### config.mk
export PLATFORM = sky130hd
export DESIGN_NAME = hpt_host_port
export DESIGN_NICKNAME = d
export VERILOG_FILES = /design/src/verilog/hpt_pkg.sv /design/src/verilog/hpt_host_port.sv
export SDC_FILE = /design/constraint.sdc
export NUM_CORES = 1
export LEC_CHECK = 0
export BUFFER_PORTS_ARGS = -buffer_cell sky130_fd_sc_hd__buf_2
export CORE_UTILIZATION = 51
export DETAILED_ROUTE_END_ITERATION = 16
export GPL_TIMING_DRIVEN = 0
export PLACE_DENSITY = 0.81
export SKIP_CTS_REPAIR_TIMING = 1
export SYNTH_ARGS = -nofsm -noshare
export SYNTH_HDL_FRONTEND = slang
export SYNTH_SLANG_ARGS = --single-unit
export TNS_END_PERCENT = 30
### constraint.sdc
create_clock -name clock -period 1.58 [get_ports clock]
set_input_delay 0.079 -clock clock [delete_from_list [all_inputs] [get_ports clock]]
set_output_delay 0.079 -clock clock [all_outputs]
set_load 0.01 [all_outputs]
### src/verilog/hpt_pkg.sv
// Package for the host parallel port and scan-safe output block.
// Assumes a single 200 MHz system clock domain.
package hpt_pkg;
	localparam int DATA_W     = 16;    // Base data width; 32 for the wide macro.
	localparam int ADDR_W     = 5;
	localparam int LANE_LO_W  = 16;
	localparam logic [1:0] SYNC_ONE = 2'h3;
	localparam logic [2:0] TMR_ZERO = 3'h0;

	// Port transfer states.
	typedef enum logic [1:0] {
		HPT_IDLE = 2'h0,
		HPT_WR   = 2'h1,
		HPT_RD   = 2'h2,
		HPT_ACK  = 2'h3
	} hpt_state_e;

	// Request seen from the host side after synchronising.
	typedef struct packed {
		logic              rd;
		logic [ADDR_W-1:0] addr;
		logic [DATA_W-1:0] wdata;
	} hpt_req_s;

	// Scan chain control requested by the core.
	typedef struct packed {
		logic mode_sel;
		logic clk;
		logic data;
		logic data_hiz;
		logic reset_n;
	} hpt_chain_s;
endpackage

### src/verilog/hpt_host_port.sv
// Asynchronous strobe/acknowledge host port with scan-chain safe outputs.
// Assumes the core supplies read data and chain controls on the same clock.
// Summary of operation
// - Host holds chip select low to transfer; device accepts transfers only then.
// - With chip select high, data bus and acknowledge stay undriven.
// - Data bus is driven only while strobe is low during reads.
// - On writes acknowledge pulls low after data capture, releases at cycle end.
// - On reads acknowledge pulls low after read data is driven, released at end.
// - Upper data lanes exist only in the 32-bit build; base is 16 bits.
// - Interrupt output follows the interrupt event input, held low during internal reset.
// - Hi-Z flag output is high exactly when chain data output is undriven.
// - A redundant chain reset output mirrors the primary chain reset.
// - Both chain resets come from a majority-voted triple flip-flop.
// - After reset: mode-select 1, chain clock 0, data undriven, resets 0.
// - Boundary test-mode controls are gated by the device test reset input.
// - Hardware reset returns every register to its default.
// - Outside hardware reset, output-disable input high puts all test-access outputs undriven.
// - Hardware reset is synchronised and merged with software reset.
`timescale 1ns/1ps
module hpt_host_port
	import hpt_pkg::*;
(
	input  wire logic              clock,
	input  wire logic              nrst,
	input  wire logic              clk_en,
	input  wire logic              chip_sel_n,
	input  wire logic              xfer_dir,
	input  wire logic              xfer_strobe_n,
	input  wire logic [ADDR_W-1:0] addr,
	input  wire logic [DATA_W-1:0] data_in,
	output logic      [DATA_W-1:0] data_out,
	output logic      [DATA_W-1:0] data_oe,
	output logic                   xfer_ack_n_out,
	output logic                   xfer_ack_n_oe,
	output logic                   irq,
	input  wire logic              irq_event,
	input  wire logic              soft_reset,
	input  wire logic              out_disable,
	input  wire logic              test_reset_n,
	input  wire logic              tap_extest,
	input  wire logic              tap_highz,
	output logic                   extest_gated,
	output logic                   highz_gated,
	input  wire logic [DATA_W-1:0] core_rdata,
	output logic                   core_wr,
	output logic                   core_rd,
	output hpt_req_s               core_req,
	input  wire hpt_chain_s        chain_ctl,
	output logic                   chain_mode_sel,
	output logic                   chain_mode_sel_oe,
	output logic                   chain_clk,
	output logic                   chain_clk_oe,
	output logic                   chain_data_out,
	output logic                   chain_data_out_oe,
	output logic                   chain_out_hiz_flag,
	output logic                   chain_reset_a,
	output logic                   chain_reset_a_oe,
	output logic                   chain_reset_b,
	output logic                   chain_reset_b_oe
);
	hpt_state_e        state_q;
	logic [1:0]        rst_sync_q;
	logic              internal_sync_reset_n;
	logic [1:0]        cs_sync_q;
	logic [1:0]        stb_sync_q;
	logic [1:0]        dir_sync_q;
	logic [ADDR_W-1:0] addr_meta_q;
	logic [ADDR_W-1:0] addr_sync_q;
	logic [DATA_W-1:0] wdata_meta_q;
	logic [DATA_W-1:0] wdata_sync_q;
	logic [2:0]        trst_tmr_q;
	logic              cyc_live;

	// Majority of three copies masks a single upset flip-flop.
	function automatic logic vote3(input logic [2:0] v);
		return (v[0] & v[1]) | (v[1] & v[2]) | (v[0] & v[2]);
	endfunction

	// Hardware reset is released synchronously; soft reset joins it.
	always_ff @(posedge clock or negedge nrst) begin
		if (!nrst) begin
			rst_sync_q <= 2'h0;
		end else if (clk_en) begin
			rst_sync_q <= {rst_sync_q[0], 1'b1};
		end
	end
	assign internal_sync_reset_n = rst_sync_q[1] & ~soft_reset;

	// Host controls cross into the clock domain through two flops each.
	always_ff @(posedge clock or negedge nrst) begin
		if (!nrst) begin
			cs_sync_q  <= SYNC_ONE;
			stb_sync_q <= SYNC_ONE;
			dir_sync_q <= 2'h0;
			addr_meta_q  <= '0;
			addr_sync_q  <= '0;
			wdata_meta_q <= '0;
			wdata_sync_q <= '0;
		end else if (clk_en) begin
			cs_sync_q  <= {cs_sync_q[0], chip_sel_n};
			stb_sync_q <= {stb_sync_q[0], xfer_strobe_n};
			dir_sync_q <= {dir_sync_q[0], xfer_dir};
			// Address and data pins cross too; they settle before the strobe does.
			addr_meta_q  <= addr;
			addr_sync_q  <= addr_meta_q;
			wdata_meta_q <= data_in;
			wdata_sync_q <= wdata_meta_q;
		end
	end

	// A cycle is live only with both chip select and strobe low.
	assign cyc_live = ~cs_sync_q[1] & ~stb_sync_q[1];

	// Transfer sequencing; the synchronised address and data are taken once the
	// synchronised strobe is seen, since the host sets them up before the strobe.
	always_ff @(posedge clock or negedge nrst) begin
		if (!nrst) begin
			state_q  <= HPT_IDLE;
			core_req <= '0;
			core_wr  <= 1'b0;
			core_rd  <= 1'b0;
		end else if (!internal_sync_reset_n) begin
			state_q  <= HPT_IDLE;
			core_req <= '0;
			core_wr  <= 1'b0;
			core_rd  <= 1'b0;
		end else if (clk_en) begin
			core_wr <= 1'b0;
			core_rd <= 1'b0;
			case (state_q)
				HPT_IDLE: begin
					if (cyc_live) begin
						core_req.rd    <= dir_sync_q[1];
						core_req.addr  <= addr_sync_q;
						core_req.wdata <= wdata_sync_q;
						state_q        <= dir_sync_q[1] ? HPT_RD : HPT_WR;
						core_wr        <= ~dir_sync_q[1];
						core_rd        <= dir_sync_q[1];
					end
				end
				HPT_WR:  state_q <= HPT_ACK; // Data captured before ack.
				HPT_RD:  state_q <= HPT_ACK; // Read data driven before ack.
				HPT_ACK: begin
					if (!cyc_live) begin
						state_q <= HPT_IDLE; // Host ends cycle with strobe.
					end
				end
				default: state_q <= HPT_IDLE;
			endcase
		end
	end

	// Bus drivers; enables drop as soon as the cycle ends.
	always_ff @(posedge clock or negedge nrst) begin
		if (!nrst) begin
			data_out       <= '0;
			data_oe        <= '0;
			xfer_ack_n_out <= 1'b0;
			xfer_ack_n_oe  <= 1'b0;
		end else if (!internal_sync_reset_n) begin
			data_oe       <= '0;
			xfer_ack_n_oe <= 1'b0;
		end else if (clk_en) begin
			if (state_q == HPT_RD) begin
				data_out <= core_rdata;
				data_oe  <= '1;
			end else if (!cyc_live) begin
				data_oe  <= '0;
			end
			xfer_ack_n_out <= 1'b0; // Open drain: only ever pulls low.
			xfer_ack_n_oe  <= (state_q == HPT_ACK) && cyc_live;
		end
	end

	// Interrupt follows the core event, forced low by internal reset.
	always_ff @(posedge clock or negedge nrst) begin
		if (!nrst) begin
			irq <= 1'b0;
		end else if (clk_en) begin
			irq <= irq_event & internal_sync_reset_n;
		end
	end

	// Triple chain-reset copies, forced low by internal reset.
	always_ff @(posedge clock or negedge nrst) begin
		if (!nrst) begin
			trst_tmr_q <= TMR_ZERO;
		end else if (!internal_sync_reset_n) begin
			trst_tmr_q <= TMR_ZERO;
		end else if (clk_en) begin
			trst_tmr_q <= {3{chain_ctl.reset_n}};
		end
	end

	// Chain pins with safe values in reset and undriven when disabled.
	always_ff @(posedge clock or negedge nrst) begin
		if (!nrst) begin
			chain_mode_sel     <= 1'b1;
			chain_clk          <= 1'b0;
			chain_data_out     <= 1'b0;
			chain_data_out_oe  <= 1'b0;
			chain_out_hiz_flag <= 1'b1;
			chain_reset_a      <= 1'b0;
			chain_reset_b      <= 1'b0;
			chain_mode_sel_oe  <= 1'b1;
			chain_clk_oe       <= 1'b1;
			chain_reset_a_oe   <= 1'b1;
			chain_reset_b_oe   <= 1'b1;
		end else if (clk_en) begin
			if (!internal_sync_reset_n) begin
				chain_mode_sel    <= 1'b1;
				chain_clk         <= 1'b0;
				chain_data_out_oe <= 1'b0;
			end else begin
				chain_mode_sel    <= chain_ctl.mode_sel;
				chain_clk         <= chain_ctl.clk;
				chain_data_out    <= chain_ctl.data;
				chain_data_out_oe <= ~chain_ctl.data_hiz & ~out_disable;
			end
			chain_out_hiz_flag <= ~internal_sync_reset_n | chain_ctl.data_hiz
				| out_disable;
			chain_reset_a     <= vote3(trst_tmr_q);
			chain_reset_b     <= vote3(trst_tmr_q);
			chain_mode_sel_oe <= ~out_disable;
			chain_clk_oe      <= ~out_disable;
			chain_reset_a_oe  <= ~out_disable;
			chain_reset_b_oe  <= ~out_disable;
		end
	end

	// Boundary test-mode controls cannot assert while test reset is low.
	always_ff @(posedge clock or negedge nrst) begin
		if (!nrst) begin
			extest_gated <= 1'b0;
			highz_gated  <= 1'b0;
		end else if (clk_en) begin
			extest_gated <= tap_extest & test_reset_n;
			highz_gated  <= tap_highz & test_reset_n;
		end
	end
endmodule

# Word level (Yosys, flattened, before mapping)
# Cells that the tools add are included.
# totals
regBits,122
input_bits,54
word_cells,94
# op_classes
n_reduce_logical,8
eq_ne,9
bitwise_logic,20
n_mux,29
# ops
operator,n
22-bit 2-to-1 mux,4
16-bit 2-to-1 mux,4
1-bit 2-to-1 mux,13
2-bit 2-to-1 mux,5
1-bit AND,9
3-bit AND reduction,3
1-bit inverter,7
3-bit 2-to-1 mux,2
3-bit != test (second input constant),2
2-bit case mux with 3 select lines,1
2-bit equality test (second input constant),2
2-bit by 1-bit != test with 1-bit output (second input constant),2
1-bit OR,4
2-bit AND reduction,2
3-bit by 2-bit != test with 1-bit output (second input constant),1
2-bit by 1-bit equality test with 1-bit output (second input constant),1
2-bit zero test,1
2-bit != test (second input constant),1
2-bit OR reduction,1
1-bit logical AND,1

# Longest topological paths before layout
# Gate-level depths: netlist of run 1.
# logic_depth
ltp_word,6
depth_mapped,6
ltp_nobuf,5

# Least setup slack after synthesis of run 1
# Ideal clock, no wire load.
# synth_path
kind,register -> register
startpoint,register state_q[0]
endpoint,register core_req[21] (netlist bit)
setup_ns,0.121
n_path_buf,2
setup_slack_ns,0.199
period_less_slack_ns,1.381
stages_incl_launch_ff,7
arrival_time_ns,1.261
path_cell_list,dfrtp_1 > inv_1 > ha_1 > and4_1 > buf_2 > buf_6 > a22o_1
# synth_between
elab_chain_len,3
# synth_rtl
element,line_no,text
start: declaration,hpt_host_port.sv:61,hpt_state_e state_q;
start signal: assignment,hpt_host_port.sv:136,state_q <= dir_sync_q[1] ? HPT_RD : HPT_WR;
2-bit zero test,hpt_host_port.sv:130,case (state_q)
2-bit by 1-bit != test with 1-bit output (no line),-,
3-bit AND reduction (no line),-,
end: declaration,hpt_host_port.sv:47,"output hpt_req_s core_req,"
# Every way passes these cells.
# A chain may end at the register's enable or synchronous reset.

# Worst setup path in the final report of run 1
# layout_path
startpoint,register state_q[1]
endpoint,register core_req[7] (netlist bit)
# Same word-level chain as after synthesis.

==> results.md, run 1 <==
Run status:
- The flow ran to the end, but the final reports show violations.
- The final reports fail on negative hold slack.

Die:
- The die footprint is 0.00865 sq mm.
- The floorplan step set the die width to 93.0 microns.
- Row generation in the floorplan step produced 32 rows.
- The floorplan step set the die height to 93.0 microns.
- 126 I/O pins were placed.
- The region available for standard cell placement spans 0.00789 sq mm.
- The starting density of the core is 0.536.

Timing:
- In the finished design, the share of the clock period the worst path needs comes to 0.949.
- The count of final max-slew check failures came to 0.
- The worst pin sits at a relative slew slack of 0.464.
- Setup repair after global routing could not meet its margin everywhere.
- Subtracting the final worst setup slack from the clock period gives 1500 ps.
- Hold timing on the final database bottoms out at a slack of -14.9 ps.
- For this run, the top clock speed supported by timing is 667 MHz.
- The clock arrives with 13.3 ps of skew.
- The final hold violation count is 2.
- The number of setup violations in the final report is 0.
- At the pin with the least slew margin, the transition time is 804 ps.

Final layout:
- The multi-input combinational cells in the finished layout cover a total of 0.00132 sq mm.
- Leaving out fill and tap cells, the most frequent cell in the layout is sky130_fd_sc_hd__buf_2.
- The number of nets in the final layout is 529.
- The number of antenna diodes in the final layout is 0.
- The area overhead of the layout relative to synthesis is 34.5%.
- In the layout the commonest cells are 131 x sky130_fd_sc_hd__buf_2, 98 x sky130_fd_sc_hd__dfrtp_1, 48 x sky130_fd_sc_hd__dlygate4sd3_1, 31 x sky130_fd_sc_hd__mux2_2, 25 x sky130_fd_sc_hd__mux2_1.
- The share of post-route cells with drive strength above 1 is 0.476.
- The end-of-flow core utilization is 0.720.
- The layout has 538 filler cells.
- The non-filler instance count after layout is 579.
- The area used by sequential logic in the layout is 0.00264 sq mm.

Drt:
- The vias after detailed routing is 2,871.
- Wires add up to 8.95 mm.
- The detailed-routing iteration count for the pre-antenna-repair pass is 4.
- In the routed design, unresolved DRC markers number 0.
- The number of DRC markers in iteration 0 is 53.
- Once detail routing completed, the nets flagged for antenna violations numbered 0.
- In the routed layout, each cell is associated on average with a via count of 4.96.
- The mean routed wirelength per cell is 15.5 microns.

Global routing:
- The initial antenna violation count is 0.
- The pin count of the biggest net entering global routing is 66.
- The number of global-route vias before repair is 2,771.
- The total grt overflow is 0.
- The first global-routing pass estimated 13.3 mm of wire.
- The total global-route track usage is 0.201.

Synthesis:
- After synthesis, the mean cell area works out to 14.6 sq um.
- Counting every instance in the synthesized netlist gives 289.
- Counting flops and latches in the post-synthesis netlist gives 105.
- The parity-gate share of the synthesized area counting xor and xnor cells is 0.
- Of the total synthesized cell area, the portion taken by AND, OR, NAND and NOR gates is 0.0323.
- The compound-cell area share of the yosys netlist is 0.0720.
- The dominant cell type by area after synthesis is sky130_fd_sc_hd__dfrtp_1.
- Sorting the synthesized cells by area gives the leading types as sky130_fd_sc_hd__dfrtp_1 58%, sky130_fd_sc_hd__mux2_2 8.3%, sky130_fd_sc_hd__mux2_1 6.7%.
- The number of warnings issued by yosys is 0.
- The netlist area before placement is 0.00423 sq mm.
- The portion of netlist area occupied by mux cells is 0.194.
- The number of nets handed over by synthesis was 346.
- The post-synthesis cell type count is 31.
- The largest family of logic cells by synthesized area is multiplexers.
- The sequential share of the synthesized area is 0.624.
- Of the total synthesized cell area, the portion taken by full adders, half adders and majority gates is 0.00888.
- The share of synthesized area in the top cell type comes to 0.580.

Worst setup path:
- The type of the setup path with the least slack is flip-flop to flip-flop.
- Counting both buffers and inverters, the worst setup path holds a total of 2.
- Walking the worst path, the cells encountered are inv_1 -> ha_2 -> a31oi_2 -> buf_2 -> a22o_1.
- The largest single stage delay on the critical path is 420 ps.
- The slowest cell on the critical path is sky130_fd_sc_hd__dfrtp_1.
- The cell type group with the largest total delay on the critical path is compound AO/OA/AOI/OAI gates.
- STA classifies the critical path startpoint as a flip-flop.
- The worst setup path is captured at a flip-flop.
- The maximum fanout encountered on the critical timing path is 10.
- STA puts the critical path data required time at 1880 ps.
- The signal arrival time at the worst endpoint is 1800 ps.

Place:
- The total half-perimeter wirelength after legalization and detailed placement is 5.61 mm.
- The number of port buffers is 123.
- The final weighted congestion in routability-driven placement is 0.761.
- The placed instance count is 515.

Clocking:
- The tree is rooted in a sky130_fd_sc_hd__clkbuf_8.
- No sink is reached through more buffers than the 2 on the longest clock path.
- TritonCTS created 9 clock buffers.
- For the worst-skew pair, the clock arrives at the later sink with an insertion delay of 360 ps.
- CTS saw 105 sinks.
- The register clock-pin slew on the reported worst setup and hold paths is 100 ps.
- The number of H-tree levels is 3.
- TritonCTS built the clock tree.

Power:
- The worst IR drop on VDD is 0.000601 V.
- The power per cell area is 1140 mW/mm^2.
- The static power due to leakage is 2.88 nW.
- The completed layout was analyzed and its total power is 0.00645 W.

Flow run:
- Max-cap violations in this run came to 0.

Worst hold path:
- The tightest min-delay check is of the input pin to flip-flop type.
[cell type report]
type | count | share of cell area
plain buffers | 36 | 0.0449
clock buffers | 10 | 0.0242
clock inverters | 6 | 0.0101
inverters | 9 | 0.00594
multi-input cells | 139 | 0.232
flip-flops and latches | 105 | 0.464
well taps | 102 | 0.0225
repair buffers | 172 | 0.197
[per-layer routing]
metal  routed length [microns]  up-vias  GRT usage  part of all wire
li1                          -     1358          -                 -
met1                      4030     1426      0.270              0.45
met2                      4420       79      0.318              0.49
met3                       422        8     0.0626             0.047
met4                        74        0     0.0538            0.0083
met5                         0        -          0                 0
[worst paths after layout]
path,from,endpoint,slack (ps),cells after the start
setup / recovery,state_q[1],core_req[7],80,5
hold / removal,tap_highz,highz_gated,-10,3
min in group asynchronous,nrst,wdata_sync_q[11],340,2
max in group asynchronous,nrst,stb_sync_q[1],490,3
setup reg to reg,state_q[1],core_req[7],80,5
hold reg to reg,rst_sync_q[0],rst_sync_q[0],480,1
[registers in the layout, indices dropped and copies added (netlist names), 2 cells and up]
name	flops
addr_meta_q	5
addr_sync_q	5
core_req	22
cs_sync_q	2
data_out	16
dir_sync_q	2
rst_sync_q	2
state_q	2
stb_sync_q	2
wdata_meta_q	16
wdata_sync_q	16
[cells in the mapped netlist]
master                     number
sky130_fd_sc_hd__nor2_1         8
sky130_fd_sc_hd__or3b_1         1
sky130_fd_sc_hd__inv_1          9
sky130_fd_sc_hd__nand3_4        1
sky130_fd_sc_hd__a211oi_1       1
sky130_fd_sc_hd__buf_4         22
sky130_fd_sc_hd__mux2_4        10
sky130_fd_sc_hd__conb_1         1
sky130_fd_sc_hd__dfrtp_1       98
sky130_fd_sc_hd__a31oi_1        3
sky130_fd_sc_hd__buf_6          3
sky130_fd_sc_hd__mux2_2        31
sky130_fd_sc_hd__nor2b_1        2
sky130_fd_sc_hd__clkbuf_1       1
sky130_fd_sc_hd__dfstp_2        7
sky130_fd_sc_hd__or2_1          1
sky130_fd_sc_hd__nand2_1        4
sky130_fd_sc_hd__buf_2         10
sky130_fd_sc_hd__a22oi_1        1
sky130_fd_sc_hd__and4_1         1
sky130_fd_sc_hd__o211ai_1       1
sky130_fd_sc_hd__ha_1           3
sky130_fd_sc_hd__o21a_1         1
sky130_fd_sc_hd__nand3_1        5
sky130_fd_sc_hd__and3_1         1
sky130_fd_sc_hd__mux2_1        25
sky130_fd_sc_hd__a22o_1        24
sky130_fd_sc_hd__mux2i_1        4
sky130_fd_sc_hd__a21oi_1        1
sky130_fd_sc_hd__nand2b_1       1
sky130_fd_sc_hd__o21ai_0        8
[logic make-up (layout without fill, tap and decap cells)]
family | after synthesis | after routing
AO/OA/AOI/OAI | 40 | 40
flip-flops | 105 | 105
other | 1 | 1
adder cells (fa/ha/maj) | 3 | 3
multiplexers | 70 | 70
AND/OR/NAND/NOR | 25 | 25
buffers and inverters | 45 | 233
[where the power goes]
group / switching, W / internal, W / total, W / leakage (nW)
Clock: 0.000952 / 0.000653 / 0.00160 / 0.101
Sequential: 0.000243 / 0.00313 / 0.00337 / 1.29
Combinational: 0.000652 / 0.000822 / 0.00147 / 1.49
[worst reg2reg max path: stages (launching register included)]
cell	delay [ps]
sky130_fd_sc_hd__dfrtp_1	420
sky130_fd_sc_hd__inv_1	60
sky130_fd_sc_hd__ha_2	210
sky130_fd_sc_hd__a31oi_2	280
sky130_fd_sc_hd__buf_2	290
sky130_fd_sc_hd__a22o_1	180
[stage by stage]
step                setup TNS (ps)  setup slack, ps  cell area, sq um
floorplan                        0              199              4230
finish                           0             81.2              5680
global placement            -61490             -618              4970
CTS                          -2100             -119              5190
detailed placement           -1660            -98.2              4990
global route                  -305            -35.7              5680
No activity file was read; power rests on OpenSTA's default activity.
==> inputs of run 2 (changes only) <==
--- a/config.mk
+++ b/config.mk
@@ -5,11 +5,14 @@
 export SDC_FILE = /design/constraint.sdc
 export NUM_CORES = 1
 export LEC_CHECK = 0
+export ABC_AREA = 1
 export BUFFER_PORTS_ARGS = -buffer_cell sky130_fd_sc_hd__buf_2
-export CORE_UTILIZATION = 51
+export CORE_UTILIZATION = 52
+export CTS_BUF_LIST = sky130_fd_sc_hd__clkbuf_16
 export DETAILED_ROUTE_END_ITERATION = 16
 export GPL_TIMING_DRIVEN = 0
-export PLACE_DENSITY = 0.81
+export PLACE_DENSITY = 0.82
+export RECOVER_POWER = 25
 export SKIP_CTS_REPAIR_TIMING = 1
 export SYNTH_ARGS = -nofsm -noshare
 export SYNTH_HDL_FRONTEND = slang
==> run 2 against run 1 <==
  * The run still ends with negative hold slack left
  * Non-clock buffer count rose by 3
  * Clock power rose by 39%
  * Cell count rose by 29%
  * Critical endpoint is now core_req[10]
  * Sequential share of layout area fell by 2.3 points
  * Maximum frequency rose by 1.4%
  * Via count rose by 28%
  * First-iteration DRC count rose to 4.1 times the previous value
  * Largest cell class unchanged
  * Critical path type unchanged
  * Design area rose by 5.2%
==> results.md, run 2 <==
Drt:
- In the detailed route, the total length drawn on met2 is 5.49 mm.
- Using the TritonRoute via totals, the vias-per-cell ratio works out to 4.93.
- The vias after detailed routing is 3,684.
- The count of antenna-violating nets left after detailed routing is 0.
- For this run, design rule violations remaining after detail routing come to 0.
- The met3 wire length is 627 microns.
- In the final routed layout, each cell accounts on average for 14.8 microns.
- The detailed-routing iteration count for the pre-antenna-repair pass is 5.
- The total wire length is 11.0 mm.
- After detailed routing, no signal wire sits above met4.
- The sum of routed wire segments on met1 is 4.66 mm.
- The number of DRC markers in iteration 0 is 216.

Synthesis:
- Synthesis inferred 105 register bits.
- In the post-synthesis netlist, the biggest area contributors are sky130_fd_sc_hd__dfrtp_1 55%, sky130_fd_sc_hd__nand2_1 13%, sky130_fd_sc_hd__o22ai_2 5.6%.
- The synthesized netlist contains 28 unique library cells.
- The number of flops mapped to enable cells by yosys is 0.
- By count the netlist is led by 159 x sky130_fd_sc_hd__nand2_1, 98 x sky130_fd_sc_hd__dfrtp_1, 49 x sky130_fd_sc_hd__inv_1.
- The most common cell in the netlist is sky130_fd_sc_hd__nand2_1.
- The sequential share of the synthesized area is 0.593.
- The netlist area before placement is 0.00444 sq mm.
- The number of warnings issued by yosys is 0.
- The post-synthesis net count is 513.
- The average footprint of a synthesized cell is 9.74 sq um.
- The area share of the largest cell type after synthesis is 0.552.
- The synthesized design spends more area on one cell type than any other, namely sky130_fd_sc_hd__dfrtp_1.
- For this run, asynchronously set or reset flops after synthesis account for 1.00.
- Among all flip-flop cells after synthesis, the most frequent one is sky130_fd_sc_hd__dfrtp_1.
- In the synthesized netlist, the number of instances is 456.

Timing:
- Once routing completed, OpenROAD measured the worst setup slack at 102 ps.
- The count of final max-slew check failures is 0.
- Setup violations remaining at the end of the flow were counted as 0.
- Setup total negative slack on the finished layout was measured at 0 ps.
- Dividing the final minimum period by the clock period gives 0.935.
- Headroom to the max-slew limit came out at 0.266.
- Setup repair after global routing left no endpoint under its margin.
- The fmax is 677 MHz.
- The tightest hold path in the finished design has a slack of -44.9 ps.
- The final hold violation count is 5.
- At the pin with the least slew margin, the transition time is 1100 ps.
- The worst setup skew after layout is 8.89 ps.
- Counting I/O delays and the setup requirement, the final critical path takes 1480 ps.

Worst setup path:
- For flop-to-flop paths, the worst setup slack is 100 ps.
- The type of the setup path with the least slack is flip-flop to flip-flop.
- The startpoint identified for the worst register-to-register timing path is state_q[0].
- The signal arrival time at the worst endpoint is 1700 ps.
- Tracing the worst setup path back leads to its startpoint at state_q[0].
- STA classifies the critical path startpoint as a flip-flop.
- STA classifies the critical path endpoint as a flip-flop.
- Along the worst path, the maximum fanout reaches 10.
- For the worst setup path, the data required time is 1810 ps.

Place:
- Routability-driven placement finished with a final weighted congestion of 0.759.
- Input and output buffers added on the ports amount to 124.
- Before CTS, the worst setup slack after placement is 34.3 ps.
- Once placement finished, the instance area stood at 0.00523 sq mm.
- Summed over all nets, the half-perimeter wirelength after detailed placement is 6.71 mm.

Die:
- The chip height is 94.4 microns.
- The die is 94.4 microns wide.
- The starting density of the core is 0.538.
- The number of rows created at floorplan is 33.
- Pin placement for this block handled 126 I/O pins.
- The core region area is 0.00826 sq mm.
- The die footprint is 0.00892 sq mm.

Power:
- The clock share of power is 0.323.
- The worst IR drop on VDD is 0.000547 V.
- The share of total power dissipated in sequential elements is 0.471.
- The power per cell area is 1150 mW/mm^2.
- In this run the power spent charging and discharging nets is 0.00201 W.
- Cell internal power was estimated by the tool at 0.00489 W.
- The static power due to leakage is 3.23 nW.
- The share of total power dissipated in combinational logic is 0.206.
- The post-route total power is 0.00690 W.
- Of the total power, the share spent switching nets is 0.292.

Clocking:
- The register clock-pin slew on the reported worst setup and hold paths is 70 ps.
- The tree is rooted in a sky130_fd_sc_hd__clkbuf_16.
- The number of H-tree levels is 3.
- TritonCTS built the clock tree.
- Counting the buffers created by CTS gives 9.
- The total number of clock tree sinks is 105.
- Clock latency on the worst-skew pair, taken at its later pin, is 340 ps.
- The maximum number of buffers from clock root to sink is 2.

Final layout:
- Once layout is complete, the utilization of the core stands at 0.724.
- The register with the most flip-flops in the layout has 22 of them.
- After routing the design area is 0.00598 sq mm.
- The register bank with the most flops is core_req.
- The number of nets in the final layout is 694.
- The share of post-route cells with drive strength above 1 is 0.333.
- The area overhead of the layout relative to synthesis is 34.6%.
- The top cell types in the final layout, fill and taps aside, are 159 x sky130_fd_sc_hd__nand2_1, 132 x sky130_fd_sc_hd__buf_2, 98 x sky130_fd_sc_hd__dfrtp_1, 51 x sky130_fd_sc_hd__inv_1, 45 x sky130_fd_sc_hd__dlygate4sd3_1.
- The number of inserted diodes is 0.
- The most common cell after layout, fill and taps aside is sky130_fd_sc_hd__nand2_1.

Flow run:
- Across the run, the number of max-cap violations was 0.

Run status:
- The flow ran to the end, but the final reports show violations.
- The final reports fail on negative hold slack.

Worst hold path:
- The worst hold path begins at xfer_dir.
- The min-delay analysis places its worst path in the category input pin to flip-flop.

Global routing:
- The number of global-route vias before repair is 3,261.
- The initial antenna violation count was 0.
- For this run the aggregate overflow at the end of global routing stands at 0.
- The first global-routing pass estimated 15.2 mm of wire.
- In the global route stage, overall resource usage came out at 0.228.
- The pin count of the biggest net entering global routing is 63.
[run 2: per-layer routing]
layer	vias to the layer above	GRT usage
met1	1756	0.297
met4	0	0.0897
li1	1768	-
met3	23	0.0523
met2	137	0.370
met5	-	0
[run 2: critical path: stages, from the launching register on]
cell and delay, ps:
sky130_fd_sc_hd__dfrtp_1 400, sky130_fd_sc_hd__inv_1 90, sky130_fd_sc_hd__ha_2 220, sky130_fd_sc_hd__nand2_1 90, sky130_fd_sc_hd__o21ai_2 250, sky130_fd_sc_hd__buf_6 220, sky130_fd_sc_hd__o22ai_2 90
[run 2: final cells by class]
cell class,instances,area [sq um]
Inverter,52,195
Clock buffer,9,225
Tap cell,105,131
Sequential cell,105,2640
Fill cell,567,2280
Buffer,41,290
Multi-Input combinational cell,258,1330
Timing Repair Buffer,170,1100
Clock inverter,7,70.1
[run 2: kinds of logic (layout without fill, tap and decap cells)]
family                     Yosys count  count (layout)  share of synthesized area
AOI/OAI and AO/OA                   59              59                      0.106
buffers and inverters               93             279                      0.107
adders and majority gates            3               3                    0.00845
DFF                                105             105                      0.593
and+or+nand+nor                    195             195                      0.184
other                                1               1                   0.000844
[run 2: through the flow]
stage	hold slack [ps]	instances
floorplan	-217	456
global placement	260	685
detailed placement	110	686
CTS	-260	702
global route	-4.25	747
finish	-44.9	747
[run 2: path summary, 6_finish.rpt]
kind | end | cells after the start
min | dir_sync_q[0] | 3
max | core_req[10] | 6
max reg2reg | core_req[10] | 6
min in group asynchronous | core_req[6] | 2
min reg2reg | data_out[2] | 2
max in group asynchronous | core_req[16] | 3
[run 2: power by group through the flow]
| stage | clock, W | sequential (W) | combinational (W) |
|---|---|---|---|
| global route | 0.00236 | 0.00328 | 0.00158 |
| floorplan | 0 | 0.00338 | 0.000642 |
| detailed placement | 0 | 0.00328 | 0.00130 |
| finish | 0.00223 | 0.00325 | 0.00142 |
| CTS | 0.00225 | 0.00324 | 0.00130 |
| global placement | 0 | 0.00327 | 0.00124 |
==> inputs of run 3 (changes only) <==
==> constraint.sdc (replaced) <==
create_clock -name clock -period 1.4 [get_ports clock]
set_input_delay 0.07 -clock clock [delete_from_list [all_inputs] [get_ports clock]]
set_output_delay 0.07 -clock clock [all_outputs]
set_load 0.01 [all_outputs]
==> run 3 against run 2 <==
  * The flow still finishes with violations (negative hold slack)
  * Via count rose by 1.6%
  * Routed wire length rose by 2.6%
  * Sequential power grew 13%
  * Sequential share of layout area fell by 1.3 points
  * Combinational power is 23% higher
  * Clock-buffer cell count unchanged
  * Core utilization rose by 2.3 points
  * Flip-flop and latch count stayed put
  * Largest cell class unchanged
  * Largest power group unchanged
==> results.md, run 3 (synthesis results as in run 2) <==
Power:
- The worst IR drop on VDD is 0.000635 V.
- The share of total power in sequential cells is 0.463.
- The net switching power figure is 0.00233 W.
- The clock share of power is 0.317.
- The power per cell area is 1290 mW/mm^2.
- In this run the static leakage power is 3.31 nW.
- The part of the total power dissipated in combinational logic is 0.221.
- The internal portion of total power is 0.00561 W.
- Of the total power, the share spent switching nets is 0.293.

Worst setup path:
- The category of the worst setup path launch point is a flip-flop.
- Measured in cells, the most critical reg-to-reg path has a length of 7.
- The signal arrival time at the worst endpoint is 1640 ps.
- The critical path is of the flip-flop to flip-flop type.
- The worst setup path is captured at a flip-flop.
- The endpoint of the worst register-to-register path is core_req[16].
- Along the worst path, the maximum fanout reaches 6.
- The beginning of the worst register-to-register path is state_q[1].
- Setup slack on the worst reg-to-reg path comes out at 20 ps.
- Data on the critical path is required at its endpoint by 1660 ps.

Place:
- The placed instance count is 686.
- The count of buffers added on input and output ports is 124.
- The total half-perimeter wirelength after legalization and detailed placement is 6.71 mm.
- At the end of routability-driven placement, the weighted congestion stood at 0.759.

Timing:
- Based on the critical path, the design can be clocked at up to 726 MHz.
- The final period demand of the worst path is 1380 ps.
- Setup repair after global routing could not meet its margin everywhere.
- The final hold violation count is 1.
- The worst max-slew margin expressed relative to the limit is 0.628.
- Setup violations remaining at the end of the flow were counted as 0.
- For the pin with the worst max-slew slack, the measured transition is 558 ps.
- Of the available clock period, the critical path in the final layout requires 0.984.
- The worst setup skew after layout is 8.59 ps.
- The count of final max-slew check failures is 0.
- The worst hold slack across all endpoints is -16.4 ps.

Drt:
- After detailed routing, the number of remaining DRC violations is 0.
- The count of antenna-violating nets left after detailed routing is 0.
- The vias after detailed routing is 3,743.
- After detailed routing, the number of vias per cell comes to 4.94.
- In this run, the number of DRC markers left after iteration 0 of detailed routing was 212.
- The detailed-routing iteration count for the pre-antenna-repair pass is 5.
- Summed over all layers, the routed wires come to 11.3 mm.
- The mean routed wirelength per cell is 14.9 microns.

Run status:
- The checks that failed: negative hold slack.
- The flow ran to the end, but the final reports show violations.

Die:
- The die boundary width is 94.4 microns.
- The number of primary I/O pins is 126.
- The die is 94.4 microns tall.
- In this run the core area contains 33 standard-cell rows.
- The die footprint is 0.00892 sq mm.
- The core region area is 0.00826 sq mm.
- The initial utilization of the core area, before any placement, comes to 0.538.

Global routing:
- The total global-route track usage is 0.228.
- Global routing finished with a remaining overflow of 0.
- The number of global-route vias before repair came to 3,261.
- The initial antenna violation count is 0.
- The first-pass GRT wire length is 15.2 mm.
- The pin count of the biggest net entering global routing is 63.

Final layout:
- The flip-flop count of the largest register after layout is 22.
- Of the cells placed in the final design, the portion with a size suffix greater than 1 is 0.346.
- The most common cell after layout, fill and taps aside is sky130_fd_sc_hd__nand2_1.
- The area growth from synthesis to layout is 38.9%.
- The register bank with the most flops is core_req.
- The number of nets in the final layout is 705.
- Once layout is complete, the cells apart from fillers number 758.
- In the layout the commonest cells are 157 x sky130_fd_sc_hd__nand2_1, 131 x sky130_fd_sc_hd__buf_2, 97 x sky130_fd_sc_hd__dfrtp_1, 50 x sky130_fd_sc_hd__dlygate4sd3_1, 49 x sky130_fd_sc_hd__inv_1.
- The number of antenna diodes in the final layout is 0.
- For this run, the share of the core covered by cells in the final layout is 0.747.

Worst hold path:
- The critical hold path startpoint is core_rdata[2].
- For hold timing, the worst endpoint is data_out[2].
- The worst hold path passes through 3 cells.
- In this run the worst hold path is classified as input pin to flip-flop.

Clocking:
- The number of CTS-inserted buffers is 9.
- The number of H-tree levels is 3.
- TritonCTS built the clock tree.
- The total number of clock tree sinks is 105.
- After clock tree synthesis, the clock-pin slew on the worst setup and hold paths is 60 ps.
- The maximum number of buffers from clock root to sink is 2.
- The clock insertion delay at the later pin of the skew report is 340 ps.
- The cell at the root of the clock tree is sky130_fd_sc_hd__clkbuf_16.

Flow run:
- The max-capacitance violation count is 0.
==> run 3: critical path: stages, from the launching register on <==
cell	delay [ps]
sky130_fd_sc_hd__dfrtp_1	410
sky130_fd_sc_hd__inv_1	110
sky130_fd_sc_hd__ha_4	160
sky130_fd_sc_hd__nand2_4	70
sky130_fd_sc_hd__nor2_4	120
sky130_fd_sc_hd__nand2_4	110
sky130_fd_sc_hd__clkbuf_16	180
sky130_fd_sc_hd__o22ai_2	130
==> run 3: worst max path at each step <==
stage | start | endpoint | slack (ps)
3_3_place_gp | nrst | core_req[16] | -820
3_5_place_dp | state_q[0] | core_req[18] | -150
4_1_cts | state_q[0] | core_req[21] | -150
6_report | state_q[1] | core_req[16] | 20
5_1_grt | state_q[0] | core_req[10] | -40
2_1_floorplan | state_q[0] | core_req[10] | 70
==> run 3: cell type report <==
type / instances / area, sq um
clock inverters: 7 / 70.1
clock buffers: 9 / 225
repair buffers: 181 / 1210
flip-flops and latches: 105 / 2640
well taps: 105 / 131
plain buffers: 41 / 317
multi-input cells: 258 / 1380
inverters: 52 / 195
fillers: 523 / 2090
==> run 3: metrics by stage <==
stage / hold WS [ps] / total power [W] / setup TNS (ps) / instance area, sq um / setup slack (ps)
after global placement: 251 / 0.00508 / -83570 / 5190 / -817
final: -16.4 / 0.00794 / 0 / 6170 / 22.6
after CTS: -269 / 0.00766 / -3440 / 5520 / -149
after floorplan: -226 / 0.00454 / 0 / 4440 / 69.7
after global routing: 9.09 / 0.00829 / -338 / 6170 / -35.9
after detailed placement: 101 / 0.00517 / -3080 / 5230 / -146
==> run 3: layer usage <==
metal | part of all wire | track usage | up-vias
li1 | - | - | 1789
met1 | 0.42 | 0.297 | 1779
met2 | 0.50 | 0.370 | 149
met3 | 0.053 | 0.0523 | 26
met4 | 0.025 | 0.0897 | 0
met5 | 0 | 0 | -
==> run 3: power by group through the flow <==
| stage | clock network, W | registers, W | logic [W] |
|---|---|---|---|
| global placement | 0 | 0.00369 | 0.00140 |
| finish | 0.00251 | 0.00367 | 0.00175 |
| CTS | 0.00254 | 0.00365 | 0.00147 |
| floorplan | 0 | 0.00381 | 0.000724 |
| detailed placement | 0 | 0.00370 | 0.00146 |
| global route | 0.00265 | 0.00371 | 0.00194 |
